===== src/pkg/wiegand_pkg.sv =====
package wiegand_pkg;

   // Clock rate and the microsecond divider derived from it.
   localparam int unsigned CLK_MHZ         = 100;
   localparam int unsigned US_DIV_CYC      = CLK_MHZ;
   localparam int unsigned US_PER_MS       = 1000;

   // Nominal line timing, in the units in which it is specified.
   localparam int unsigned BIT_PULSE_WIDTH_US     = 100;
   localparam int unsigned BIT_PERIOD_US          = 1000;
   localparam int unsigned INTER_BIT_IDLE_TIME_US =
      BIT_PERIOD_US - BIT_PULSE_WIDTH_US;
   localparam int unsigned STROBE_LEAD_TIME_MS    = 10;
   localparam int unsigned STROBE_TRAIL_TIME_MS   = 10;
   localparam int unsigned STROBE_LEAD_TIME_US    =
      STROBE_LEAD_TIME_MS * US_PER_MS;
   localparam int unsigned STROBE_TRAIL_TIME_US   =
      STROBE_TRAIL_TIME_MS * US_PER_MS;

   // Counter widths.
   localparam int unsigned TIMER_W  = 24;
   localparam int unsigned DIV_W    = 8;

   // Frame geometry; the frame register is left aligned, position 1 on top.
   localparam int unsigned FRAME_W      = 33;
   localparam logic [5:0]  FRAME_LEN_26 = 6'h1a;
   localparam logic [5:0]  FRAME_LEN_33 = 6'h21;
   localparam int unsigned SITE8_W      = 8;
   localparam int unsigned HALF12_W     = 12;
   localparam int unsigned PAD_26_W     = FRAME_W - 26;

   // Card data buffering.
   localparam int unsigned FIFO_DEPTH   = 32;

   // Frame format selection.
   typedef enum logic {
      FMT_26 = 1'b0,
      FMT_33 = 1'b1
   } frame_fmt_t;

   // One recognised identification medium.
   typedef struct packed {
      logic [15:0] site_code;
      logic [15:0] user_number;
   } card_data_t;

   // Static configuration from the controller.
   typedef struct packed {
      frame_fmt_t fmt;
      logic       strobe_en;
   } tx_cfg_t;

   localparam int unsigned CARD_W = $bits(card_data_t);

endpackage


===== src/verilog/card_fifo.sv =====
`timescale 1ns/10ps

// Synchronous FIFO with registered full and empty flags.
module card_fifo #(
   parameter int unsigned WIDTH = 32,
   parameter int unsigned DEPTH = 32
) (
   input  wire logic             clk_i,
   input  wire logic             rst_n_i,
   input  wire logic             in_valid_i,
   output logic                  in_ready_o,
   input  wire logic [WIDTH-1:0] in_data_i,
   output logic                  out_valid_o,
   input  wire logic             out_ready_i,
   output logic      [WIDTH-1:0] out_data_o
);

   localparam int unsigned AW = $clog2(DEPTH);

   logic [WIDTH-1:0] mem [DEPTH];
   logic [AW-1:0]    wr_ptr_r;
   logic [AW-1:0]    rd_ptr_r;
   logic [AW:0]      count_r;
   logic [AW:0]      count_nxt;
   wire              push;
   wire              pop;

   // Handshakes on both sides.
   assign push       = in_valid_i && in_ready_o;
   assign pop        = out_valid_o && out_ready_i;
   assign count_nxt  = count_r + (AW+1)'(push) - (AW+1)'(pop);
   assign out_data_o = mem[rd_ptr_r];

   // Storage has no reset; only the words that were pushed are ever read.
   always_ff @(posedge clk_i) begin
      if (push) begin
         mem[wr_ptr_r] <= in_data_i;
      end
   end

   // Pointers, fill level and flags, all registered.
   always_ff @(posedge clk_i or negedge rst_n_i) begin
      if (!rst_n_i) begin
         wr_ptr_r    <= '0;
         rd_ptr_r    <= '0;
         count_r     <= '0;
         in_ready_o  <= 1'b0;
         out_valid_o <= 1'b0;
      end else begin
         if (push) begin
            wr_ptr_r <= wr_ptr_r + AW'(1);
         end
         if (pop) begin
            rd_ptr_r <= rd_ptr_r + AW'(1);
         end
         count_r     <= count_nxt;
         in_ready_o  <= count_nxt != (AW+1)'(DEPTH);
         out_valid_o <= count_nxt != '0;
      end
   end

endmodule // card_fifo


===== src/verilog/wiegand_card_data_transmitter.sv =====
`timescale 1ns/10ps

module wiegand_card_data_transmitter #(
   parameter int unsigned BIT_PULSE_US   = wiegand_pkg::BIT_PULSE_WIDTH_US,
   parameter int unsigned IDLE_GAP_US    =
      wiegand_pkg::INTER_BIT_IDLE_TIME_US,
   parameter int unsigned STROBE_LEAD_US = wiegand_pkg::STROBE_LEAD_TIME_US,
   parameter int unsigned STROBE_TRAIL_US =
      wiegand_pkg::STROBE_TRAIL_TIME_US
) (
   input  wire logic                   mclk_i,
   input  wire logic                   reset_n_i,
   input  wire logic                   card_valid_i,
   output logic                        card_ready_o,
   input  wire wiegand_pkg::card_data_t card_data_i,
   input  wire wiegand_pkg::tx_cfg_t   cfg_i,
   output logic                        data_zero_o,
   output logic                        data_zero_oe_o,
   output logic                        data_one_o,
   output logic                        data_one_oe_o,
   output logic                        card_present_strobe_o,
   output logic                        card_present_strobe_oe_o,
   output logic                        busy_o,
   output logic                        frame_sent_o
);

   // Transmitter states.
   typedef enum logic [2:0] {
      ST_IDLE  = 3'h0,
      ST_LEAD  = 3'h1,
      ST_PULSE = 3'h2,
      ST_GAP   = 3'h3,
      ST_TRAIL = 3'h4,
      ST_REST  = 3'h5
   } tx_state_t;

   localparam logic [wiegand_pkg::DIV_W-1:0] DIV_LAST =
      wiegand_pkg::DIV_W'(wiegand_pkg::US_DIV_CYC - 1);
   localparam logic [wiegand_pkg::TIMER_W-1:0] PULSE_LOAD =
      wiegand_pkg::TIMER_W'(BIT_PULSE_US - 1);
   localparam logic [wiegand_pkg::TIMER_W-1:0] GAP_LOAD =
      wiegand_pkg::TIMER_W'(IDLE_GAP_US - 1);
   localparam logic [wiegand_pkg::TIMER_W-1:0] LEAD_LOAD =
      wiegand_pkg::TIMER_W'(STROBE_LEAD_US - 1);
   localparam logic [wiegand_pkg::TIMER_W-1:0] TRAIL_LOAD =
      wiegand_pkg::TIMER_W'(STROBE_TRAIL_US - 1);

   // Parity of a 16-bit word; odd parity is its complement.
   function automatic logic even_par(input logic [15:0] v);
      even_par = ^v;
   endfunction

   // Build a left aligned 33-bit shift image of a 26-bit frame.
   function automatic logic [wiegand_pkg::FRAME_W-1:0] build_26(
      input wiegand_pkg::card_data_t c);
      logic [23:0] body;
      logic        lead_par;
      logic        tail_par;
      body     = {c.site_code[wiegand_pkg::SITE8_W-1:0], c.user_number};
      lead_par = even_par({4'h0, body[23:12]});
      tail_par = ~even_par({4'h0, body[11:0]});
      build_26 = {lead_par, body, tail_par, {wiegand_pkg::PAD_26_W{1'b0}}};
   endfunction

   // Build a 33-bit frame: site code, user number, odd parity.
   function automatic logic [wiegand_pkg::FRAME_W-1:0] build_33(
      input wiegand_pkg::card_data_t c);
      logic par;
      par      = ~(even_par(c.site_code) ^ even_par(c.user_number));
      build_33 = {c.site_code, c.user_number, par};
   endfunction

   // Reset release synchroniser; assertion stays asynchronous.
   logic rst_meta_r;
   logic rst_n;

   always_ff @(posedge mclk_i or negedge reset_n_i) begin
      if (!reset_n_i) begin
         rst_meta_r <= 1'b0;
         rst_n      <= 1'b0;
      end else begin
         rst_meta_r <= 1'b1;
         rst_n      <= rst_meta_r;
      end
   end

   // Recognised media queue here, so a burst of up to FIFO_DEPTH cards does not
   // stall the reader path while a slow frame is still on the wire.
   wiegand_pkg::card_data_t fifo_data;
   logic                    fifo_valid;
   wire                     fifo_pop;

   card_fifo #(
      .WIDTH (wiegand_pkg::CARD_W),
      .DEPTH (wiegand_pkg::FIFO_DEPTH)
   ) u_fifo (
      .clk_i       (mclk_i),
      .rst_n_i     (rst_n),
      .in_valid_i  (card_valid_i),
      .in_ready_o  (card_ready_o),
      .in_data_i   (card_data_i),
      .out_valid_o (fifo_valid),
      .out_ready_i (fifo_pop),
      .out_data_o  (fifo_data)
   );

   // State and datapath registers.
   tx_state_t                         state_r;
   tx_state_t                         state_nxt;
   logic [wiegand_pkg::FRAME_W-1:0]   frame_r;
   logic [wiegand_pkg::FRAME_W-1:0]   frame_nxt;
   logic [5:0]                        bits_left_r;
   logic [5:0]                        bits_left_nxt;
   logic                              strobe_en_r;
   logic [wiegand_pkg::TIMER_W-1:0]   timer_r;
   logic [wiegand_pkg::TIMER_W-1:0]   timer_nxt;
   logic [wiegand_pkg::DIV_W-1:0]     div_r;
   logic [wiegand_pkg::TIMER_W-1:0]   load_val;

   wire                               start;
   wire                               us_tick;
   wire                               timer_done;
   wire                               last_bit;
   wire                               state_change;
   wire [wiegand_pkg::FRAME_W-1:0]    new_frame;
   wire [5:0]                         new_len;

   // Frame start decode: only a queued, recognised medium starts a frame.
   assign start     = (state_r == ST_IDLE) && fifo_valid;
   assign fifo_pop  = start;
   assign new_frame = (cfg_i.fmt == wiegand_pkg::FMT_33) ?
                      build_33(fifo_data) : build_26(fifo_data);
   assign new_len   = (cfg_i.fmt == wiegand_pkg::FMT_33) ?
                      wiegand_pkg::FRAME_LEN_33 :
                      wiegand_pkg::FRAME_LEN_26;

   // Microsecond divider; it restarts with every state so that each
   // interval is an exact multiple of one microsecond.
   assign us_tick      = div_r == DIV_LAST;
   assign timer_done   = us_tick && (timer_r == '0);
   assign last_bit     = bits_left_r == 6'h01;
   assign state_change = state_nxt != state_r;

   // Next-state logic for the frame sequencer.
   always_comb begin
      state_nxt = state_r;
      unique case (state_r)
         ST_IDLE: begin
            if (start) begin
               state_nxt = cfg_i.strobe_en ? ST_LEAD : ST_PULSE;
            end
         end
         ST_LEAD: begin
            if (timer_done) begin
               state_nxt = ST_PULSE;
            end
         end
         ST_PULSE: begin
            if (timer_done) begin
               if (!last_bit) begin
                  state_nxt = ST_GAP;
               end else if (strobe_en_r) begin
                  state_nxt = ST_TRAIL;
               end else begin
                  state_nxt = ST_REST;
               end
            end
         end
         ST_GAP: begin
            if (timer_done) begin
               state_nxt = ST_PULSE;
            end
         end
         ST_TRAIL: begin
            if (timer_done) begin
               state_nxt = ST_REST;
            end
         end
         ST_REST: begin
            if (timer_done) begin
               state_nxt = ST_IDLE;
            end
         end
         default: begin
            state_nxt = ST_IDLE;
         end
      endcase
   end

   // Duration of the state being entered, in microseconds minus one.
   always_comb begin
      unique case (state_nxt)
         ST_LEAD:  load_val = LEAD_LOAD;
         ST_PULSE: load_val = PULSE_LOAD;
         ST_TRAIL: load_val = TRAIL_LOAD;
         default:  load_val = GAP_LOAD;
      endcase
   end

   // Interval timer: loaded on every transition, counted by the tick.
   assign timer_nxt = state_change ? load_val :
                      (us_tick ? timer_r - wiegand_pkg::TIMER_W'(1) : timer_r);

   // Frame shift: a new frame on start, one position on each pulse end.
   assign frame_nxt = start ? new_frame :
                      ((state_r == ST_PULSE) && timer_done) ?
                      {frame_r[wiegand_pkg::FRAME_W-2:0], 1'b0} :
                      frame_r;
   assign bits_left_nxt = start ? new_len :
                      ((state_r == ST_PULSE) && timer_done) ?
                      bits_left_r - 6'h01 : bits_left_r;

   // Output enables for the next cycle, so every pin comes from a flop.
   wire zero_oe_nxt;
   wire one_oe_nxt;
   wire strobe_oe_nxt;
   wire strobe_en_nxt;

   assign strobe_en_nxt = start ? cfg_i.strobe_en : strobe_en_r;
   assign zero_oe_nxt   = (state_nxt == ST_PULSE) &&
                          !frame_nxt[wiegand_pkg::FRAME_W-1];
   assign one_oe_nxt    = (state_nxt == ST_PULSE) &&
                          frame_nxt[wiegand_pkg::FRAME_W-1];
   // The strobe covers the lead, every bit and the trail, then releases.
   assign strobe_oe_nxt = strobe_en_nxt &&
                          (state_nxt != ST_IDLE) &&
                          (state_nxt != ST_REST);

   // Sequencer, timer and divider registers.
   always_ff @(posedge mclk_i or negedge rst_n) begin
      if (!rst_n) begin
         state_r     <= ST_IDLE;
         timer_r     <= '0;
         div_r       <= '0;
         frame_r     <= '0;
         bits_left_r <= '0;
         strobe_en_r <= 1'b0;
      end else begin
         state_r     <= state_nxt;
         timer_r     <= timer_nxt;
         div_r       <= (state_change || us_tick) ? '0 :
                        div_r + wiegand_pkg::DIV_W'(1);
         frame_r     <= frame_nxt;
         bits_left_r <= bits_left_nxt;
         strobe_en_r <= strobe_en_nxt;
      end
   end

   // Pin registers. The level of each line is held at zero and only the
   // enable moves, so a released line is left to the host's pull-up and
   // never driven high against another driver on the same wire.
   always_ff @(posedge mclk_i or negedge rst_n) begin
      if (!rst_n) begin
         data_zero_o              <= 1'b0;
         data_one_o               <= 1'b0;
         card_present_strobe_o    <= 1'b0;
         data_zero_oe_o           <= 1'b0;
         data_one_oe_o            <= 1'b0;
         card_present_strobe_oe_o <= 1'b0;
      end else begin
         data_zero_o              <= 1'b0;
         data_one_o               <= 1'b0;
         card_present_strobe_o    <= 1'b0;
         data_zero_oe_o           <= zero_oe_nxt;
         data_one_oe_o            <= one_oe_nxt;
         card_present_strobe_oe_o <= strobe_oe_nxt;
      end
   end

   // Status: busy from frame start to the end of the rest gap, and a
   // one-cycle pulse when the last bit or trailing strobe has finished.
   always_ff @(posedge mclk_i or negedge rst_n) begin
      if (!rst_n) begin
         busy_o       <= 1'b0;
         frame_sent_o <= 1'b0;
      end else begin
         busy_o       <= state_nxt != ST_IDLE;
         frame_sent_o <= (state_nxt == ST_REST) && (state_r != ST_REST);
      end
   end

endmodule // wiegand_card_data_transmitter


===== config.mk =====
export PLATFORM = sky130hd
export DESIGN_NAME = wiegand_card_data_transmitter
export DESIGN_NICKNAME = d
export VERILOG_FILES = /design/src/pkg/wiegand_pkg.sv /design/src/verilog/card_fifo.sv /design/src/verilog/wiegand_card_data_transmitter.sv
export SDC_FILE = /design/constraint.sdc
export NUM_CORES = 1
export LEC_CHECK = 0
export BUFFER_PORTS_ARGS = -buffer_cell sky130_fd_sc_hd__buf_4
export CAP_MARGIN = 20
export CORE_ASPECT_RATIO = 0.7
export CORE_UTILIZATION = 54
export CTS_BUF_LIST = sky130_fd_sc_hd__clkbuf_4
export CTS_CLUSTER_SIZE = 14
export DETAILED_ROUTE_END_ITERATION = 10
export PLACE_DENSITY = 0.68
export SYNTH_ARGS = -nofsm -noshare
export SYNTH_HDL_FRONTEND = slang
export SYNTH_SLANG_ARGS = --single-unit

===== constraint.sdc =====
create_clock -name mclk_i -period 3 [get_ports mclk_i]
set_input_delay 0 -clock mclk_i [delete_from_list [all_inputs] [get_ports mclk_i]]
set_output_delay 0 -clock mclk_i [all_outputs]
set_load 0.05 [all_outputs]

==> impl_metrics.tcl, run 1 <==
set metrics [dict create \
    synth-xor-area-share_pct 1.533 \
    antenna_found_initial 1 \
    holdWs_ns 0.2763 \
    die_y_um 242.1 \
    mostFrequentLayoutCell "edfxtp_1" \
    finClkSkew_ns 0.06066 \
    dr.pass1.iters 5 \
    fin_cells 4059 \
    cts_tree "done" \
    synth_top_family_by_area "multiplexers" \
    vias 25298 \
    power_density_mw_per_mm2 614.8 \
    status "complete, but fails checks" \
    synthFlopType "edfxtp_1" \
    rsz0062_at_grt "yes" \
    final_max_slew_viol_count 0 \
    dieArea_mm2 0.08355 \
    grt_pass1_vias 25580 \
    clk_pin_slew_ns 0.08 \
    finalHoldViolations 0 \
    nets 2848 \
    io_pins 46 \
    setup_tns_ns -3.449 \
    post-route-min-period_ns 3.469 \
    ys_seq_elements 1124 \
    async_flop_share_pct 8.897 \
    final_core_util_pct 67.43 \
    p_leak_nw 18.31 \
    synth-simple-area-share_pct 3.249 \
    wl_per_cell_um 29.60 \
    areaGrowthSynthToFinish_pct 22.77 \
    layout_common_cells "1024 x edfxtp_1, 390 x clkbuf_4, 266 x mux4_2" \
    core.rowCount 87 \
    synth_adder_area_share_pct 0.4950 \
    regArea_mm2 0.03327 \
    required_ns 3.93 \
    vdd_ir_drop_max_v 0.0004549 \
    initial_core_util_pct 54.93 \
    cp_max_fo 5 \
    cpLargestDelayFamily "XOR/XNOR gates" \
    fin_ws_ns -0.4692 \
    synth_compound_area_share_pct 2.731 \
    drc 0 \
    critPathMaxStageDelay_ns 0.53 \
    synth.area.mux_share_pct 15.49 \
    die_width_um 345.0 \
    ff2ff_setup_slack_ns -0.47 \
    ys_warn_count 0 \
    synth_area_mm2 0.04448 \
    clock_sinks 1124 \
    htreeDepth 5 \
    total_power_mw 33.57 \
    syn_inst 2190 \
    violations "setup timing" \
    grt_max_degree 61 \
    nFillCells 5302 \
    period_share_pct 115.6 \
    cts-buffers-inserted 282 \
    gr-usage-all-layers_pct 28.83 \
    grt_overflow 0 \
    ys_seq_area_share_pct 74.75 \
    syn_avg_cell_area_um2 20.31 \
    finalWirelength_um 120100 \
    slew_headroom_pct 25.50 \
    multi_input_area_mm2 0.01165 \
    final_antenna_net_count 0 \
    crit_type "register to register" \
    cts_root_buf "clkbuf_4" \
    dp_hpwl_um 62050 \
    portBuffers 42 \
    clkLatencyLatePin_ns 1.09 \
    tightest_slew_ns 1.114 \
    grt_first_pass_wirelength_um 171800 \
    crit_path_end_kind "register" \
    cpMaxStageDelayCell "xnor3_2" \
    dp.cells 3413 \
    cts_max_path_buffers 4 \
    hold_class "primary input to register" \
    synth.distinct_cells 68 \
    gp_congestion 0.8475 \
    maxCapViolCount 0 \
    drtIter0Drc 3358 \
    maxClockFrequency_mhz 288.2 \
    cp.arrival_ns 4.40 \
    avgViaCountPerCell 6.233 \
    synth_edf_count 1024 \
    coreArea_mm2 0.08099 \
    cp_cell_sequence "buf_12, buf_12, buf_4, buf_6, mux4_2, o22ai_1, nor4_2, buf_4, xor2_4, xnor2_2, xnor3_2, xnor3_1, xnor2_1, o21ai_1" \
    setup_viol 42 \
    cp-start-kind "register" \
    cp_num_buf_inv 5 \
    drive_above_1_share_pct 42.21 \
]
tightest hold or removal path: cells and delay by family:
kind	cells	cell delay, ns
buffers and inverters	3	1.22
metrics by stage:
step           area (µm²)  setup slack [ns]
3_5_place_dp        48060           -0.6549
3_3_place_gp        48060           -0.6497
6_report            54610           -0.4692
5_1_grt             54610           -0.5273
4_1_cts             53720           -0.4813
2_1_floorplan       44780           -0.2958
synth_stat cells (24+ instances only):
master    instances  area share (%)
edfxtp_1       1024              69
mux2i_1          51             1.1
mux4_2          266              13
mux2_2           30            0.76
dfrtp_1         100             5.6
a21oi_1          31            0.35
nand2_1         101            0.85
clkbuf_1         41            0.35
o22ai_1          28            0.39
buf_2            24            0.27
xnor2_1          51             1.0
nor2_1          111            0.94
a31oi_1          25            0.35
final timing paths:
| path | from | end | cells past startpoint |
|---|---|---|---|
| max in group asynchronous | rst_n$_DFF_PN0_ | u_fifo.rd_ptr_r[1]$_DFFE_PN0P_ | 1 |
| min in group asynchronous | rst_n$_DFF_PN0_ | u_fifo.wr_ptr_r[2]$_DFFE_PN0P_ | 0 |
| worst min register to register | rst_n$_DFF_PN0_ | u_fifo.wr_ptr_r[2]$_DFFE_PN0P_ | 0 |
| worst max-delay path | u_fifo.rd_ptr_r[1]$_DFFE_PN0P_ | frame_r[0]$_DFFE_PN0P_ | 14 |
| worst max register to register | u_fifo.rd_ptr_r[1]$_DFFE_PN0P_ | frame_r[0]$_DFFE_PN0P_ | 14 |
| worst min-delay path | card_data_i[21] | u_fifo.mem[18][21]$_DFFE_PP_ | 3 |
area by class of cell:
cell class                 count  share of cell area [%]
timing repair buffer         430                   9.054
clock buffer                 390                   5.361
clock inverter                90                  0.6965
antenna                        1                0.004582
tap                         1068                   2.447
multi-input combinational    930                   21.34
inverter                      26                  0.1787
sequential                  1124                   60.92
kinds of logic (layout without fill, tap and decap cells):
family / count (synthesis) / in the layout
flops: 1124 / 1124
mux: 349 / 349
simple gates: 312 / 312
compound gates: 175 / 175
buf+inv: 138 / 936
xor+xnor: 73 / 73
fa+ha+maj: 17 / 17
other cells: 2 / 5
registers in the layout, indices dropped and copies added, names as in the netlist:
name / cells
card_present_strobe_oe_o: 1
u_fifo.wr_ptr_r: 5
timer_r: 24
u_fifo.in_ready_o: 1
frame_sent_o: 1
div_r: 8
frame_r: 33
data_one_oe_o: 1
u_fifo.count_r: 6
rst_meta_r: 1
u_fifo.mem: 1024
state_r: 3
data_zero_oe_o: 1
rst_n: 1
busy_o: 1
strobe_en_r: 1
u_fifo.out_valid_o: 1
bits_left_r: 6
u_fifo.rd_ptr_r: 5
layer usage:
layer / part of all wire (%) / global-route usage, %
met2: 47 / 43.52
met5: 0 / 0
met3: 11 / 6.795
met4: 2.5 / 9.992
met1: 40 / 41.75
report_power, final:
group	internal, mW	switching, mW
combinational	1.07	2.02
clock	6.11	6.03
sequential	18.1	0.282
total	25.2	8.33
what timing repair did:
action,4_1_cts,5_1_grt
gates resized for setup,141,117
pin swaps,63,74
setup endpoints to repair,37,75
endpoints found under the hold margin,1131,0
cloned,18,5
hold buffers,73,0
setup buffers,48,19
No activity file was read; power rests on OpenSTA's default activity.
==> inputs of run 2 (changes only) <==
==> constraint.sdc (replaced) <==
create_clock -name mclk_i -period 3 [get_ports mclk_i]
set_input_delay 0.3 -clock mclk_i [delete_from_list [all_inputs] [get_ports mclk_i]]
set_output_delay 0.3 -clock mclk_i [all_outputs]
set_load 0.05 [all_outputs]
==> run 2 against run 1 <==
Compared with the run above: the run still ends with setup timing left; global-route usage decreased by 0.61 points; register-to-register slack about the same; utilization decreased by 0.70 points; sequential share of layout area increased by 0.64 points; worst setup slack improved by 0.00051 ns; largest cell class unchanged; largest power group unchanged.
==> impl_metrics.tcl, run 2 (same netlist as run 1, synthesis figures left out) <==
set metrics [dict create \
    maxCapViolCount 0 \
    nets 2843 \
    hold_path.startpoint "card_data_i[30]" \
    required_ns 4.03 \
    grt_overflow 0 \
    final_antenna_net_count 0 \
    regMostFlops "u_fifo.mem" \
    critPathMaxStageDelay_ns 0.50 \
    slew_headroom_pct 48.03 \
    final_core_util_pct 66.73 \
    met1_length_um 48480 \
    maxClockFrequency_mhz 288.3 \
    wl_met3_um 11980 \
    finClkSkew_ns 0.08098 \
    cts_tree "done" \
    drive_above_1_share_pct 44.13 \
    dieArea_mm2 0.08355 \
    crit_start "u_fifo.rd_ptr_r[1]$_DFFE_PN0P_" \
    dr.pass1.iters 8 \
    clk_pin_slew_ns 0.07 \
    mostFrequentLayoutCell "edfxtp_1" \
    final_cell_area_mm2 0.05404 \
    io_pins 46 \
    drtIter0Drc 3189 \
    holdPathStages 2 \
    grt_max_degree 99 \
    largest_reg_flops 1024 \
    fin_cells 4036 \
    cts_root_buf "clkbuf_4" \
    clkLatencyLatePin_ns 1.14 \
    cp_max_fo 8 \
    post-route-min-period_ns 3.469 \
    cts_max_path_buffers 4 \
    violations "setup timing" \
    htreeDepth 5 \
    portBuffers 42 \
    power_density_mw_per_mm2 620.9 \
    r2r-start "u_fifo.rd_ptr_r[1]$_DFFE_PN0P_" \
    cp-start-kind "register" \
    status "complete, but fails checks" \
    clock_sinks 1124 \
    total_power_mw 33.55 \
    p_leak_nw 18.20 \
    grt_pass1_vias 25197 \
    vias 25225 \
    tightest_slew_ns 0.7795 \
    cp_cell_sequence "buf_12, buf_8, buf_12, mux4_2, mux4_2, mux2_4, xor2_4, xnor2_2, xnor3_2, xnor3_1, xnor2_1, o21ai_1" \
    core.rowCount 87 \
    grt_first_pass_wirelength_um 167700 \
    reg_top3 "u_fifo.mem (1024), frame_r (33), timer_r (24)" \
    holdWs_ns 0.1278 \
    vdd_ir_drop_max_v 0.0003542 \
    die_y_um 242.1 \
    worstRegToRegCells 12 \
    finalWirelength_um 119100 \
    cpMaxStageDelayCell "dfrtp_4" \
    coreArea_mm2 0.08099 \
    setup_tns_ns -6.620 \
    rsz0062_at_grt "yes" \
    gp_congestion 0.8541 \
    pre_cts_slack_ns -0.6668 \
    initial_core_util_pct 54.93 \
    cp.arrival_ns 4.50 \
    die_width_um 345.0 \
    dp.cells 3444 \
    crit_path_end_kind "register" \
    hold_class "primary input to register" \
    final_max_slew_viol_count 0 \
    finalHoldViolations 0 \
    layout_common_cells "1024 x edfxtp_1, 409 x clkbuf_4, 287 x buf_4" \
    cts-buffers-inserted 282 \
    drc 0 \
    setup_viol 65 \
    crit_type "register to register" \
    wl_per_cell_um 29.51 \
    areaGrowthSynthToFinish_pct 21.49 \
    dr.max_layer_used "met5" \
    gr-usage-all-layers_pct 28.22 \
    avgViaCountPerCell 6.250 \
    ff2ff_setup_slack_ns -0.47 \
    fin_ws_ns -0.4687 \
    period_share_pct 115.6 \
    placed_cell_area_mm2 0.04817 \
    dp_hpwl_um 65290 \
    antenna_found_initial 5 \
    wl_met2_um 55050 \
]
==> run 2: changes by cell type in the layout (fill, tap and decap cells not counted), moves of 7 or more <==
| cell | change |
|---|---|
| clkinv_2 | -9 |
| buf_16 | -8 |
| buf_6 | +7 |
| buf_12 | -17 |
| dlygate4sd3_1 | -34 |
| buf_4 | +52 |
| clkbuf_4 | +19 |
| clkinv_1 | -32 |
==> run 2: critical path, delay by kind of cell (launching register included) <==
kind / cells / cell delay (ns)
AOI/OAI and AO/OA: 1 / 0.09
DFF: 1 / 0.50
buffers and inverters: 3 / 0.42
muxes: 3 / 1.21
xor gates and xnor gates: 5 / 1.17
==> run 2: final cells by class <==
type	instances	area [µm²]
inverter	26	97.59
clock buffer	409	3070
antenna	6	15.01
sequential	1124	33270
tap	1068	1336
clock inverter	48	211.5
multi-input combinational	930	11690
timing repair buffer	425	4353
fill	5244	26950
==> run 2: power breakdown <==
group	leakage, nW	internal [mW]	total, mW	switching, mW
registers	10.4	18.1	18.3	0.266
logic	5.81	1.03	3.07	2.04
clock network	2.01	6.29	12.2	5.86
total	18.2	25.4	33.6	8.17
==> run 2: worst paths after layout <==
| path | endpoint |
|---|---|
| hold / removal | u_fifo.mem[5][30]$_DFFE_PP_ |
| setup / recovery | frame_r[0]$_DFFE_PN0P_ |
| hold reg to reg | timer_r[18]$_DFFE_PN0P_ |
| min in group asynchronous | timer_r[18]$_DFFE_PN0P_ |
| setup reg to reg | frame_r[0]$_DFFE_PN0P_ |
| max in group asynchronous | u_fifo.rd_ptr_r[1]$_DFFE_PN0P_ |
==> run 2: per-layer routing <==
layer | up-vias | track usage (%)
li1 | 10314 | -
met1 | 13188 | 40.55
met2 | 1468 | 41.94
met3 | 251 | 7.202
met4 | 4 | 11.11
met5 | - | 0
==> run 2: timing repair <==
item                       4_1_cts  5_1_grt
resized for setup              104      160
setup endpoints to repair       54       75
pin swaps                       46       87
hold endpoints to repair      1078        0
gates cloned                     6        9
hold buffers                    39        0
buffers inserted                23       59
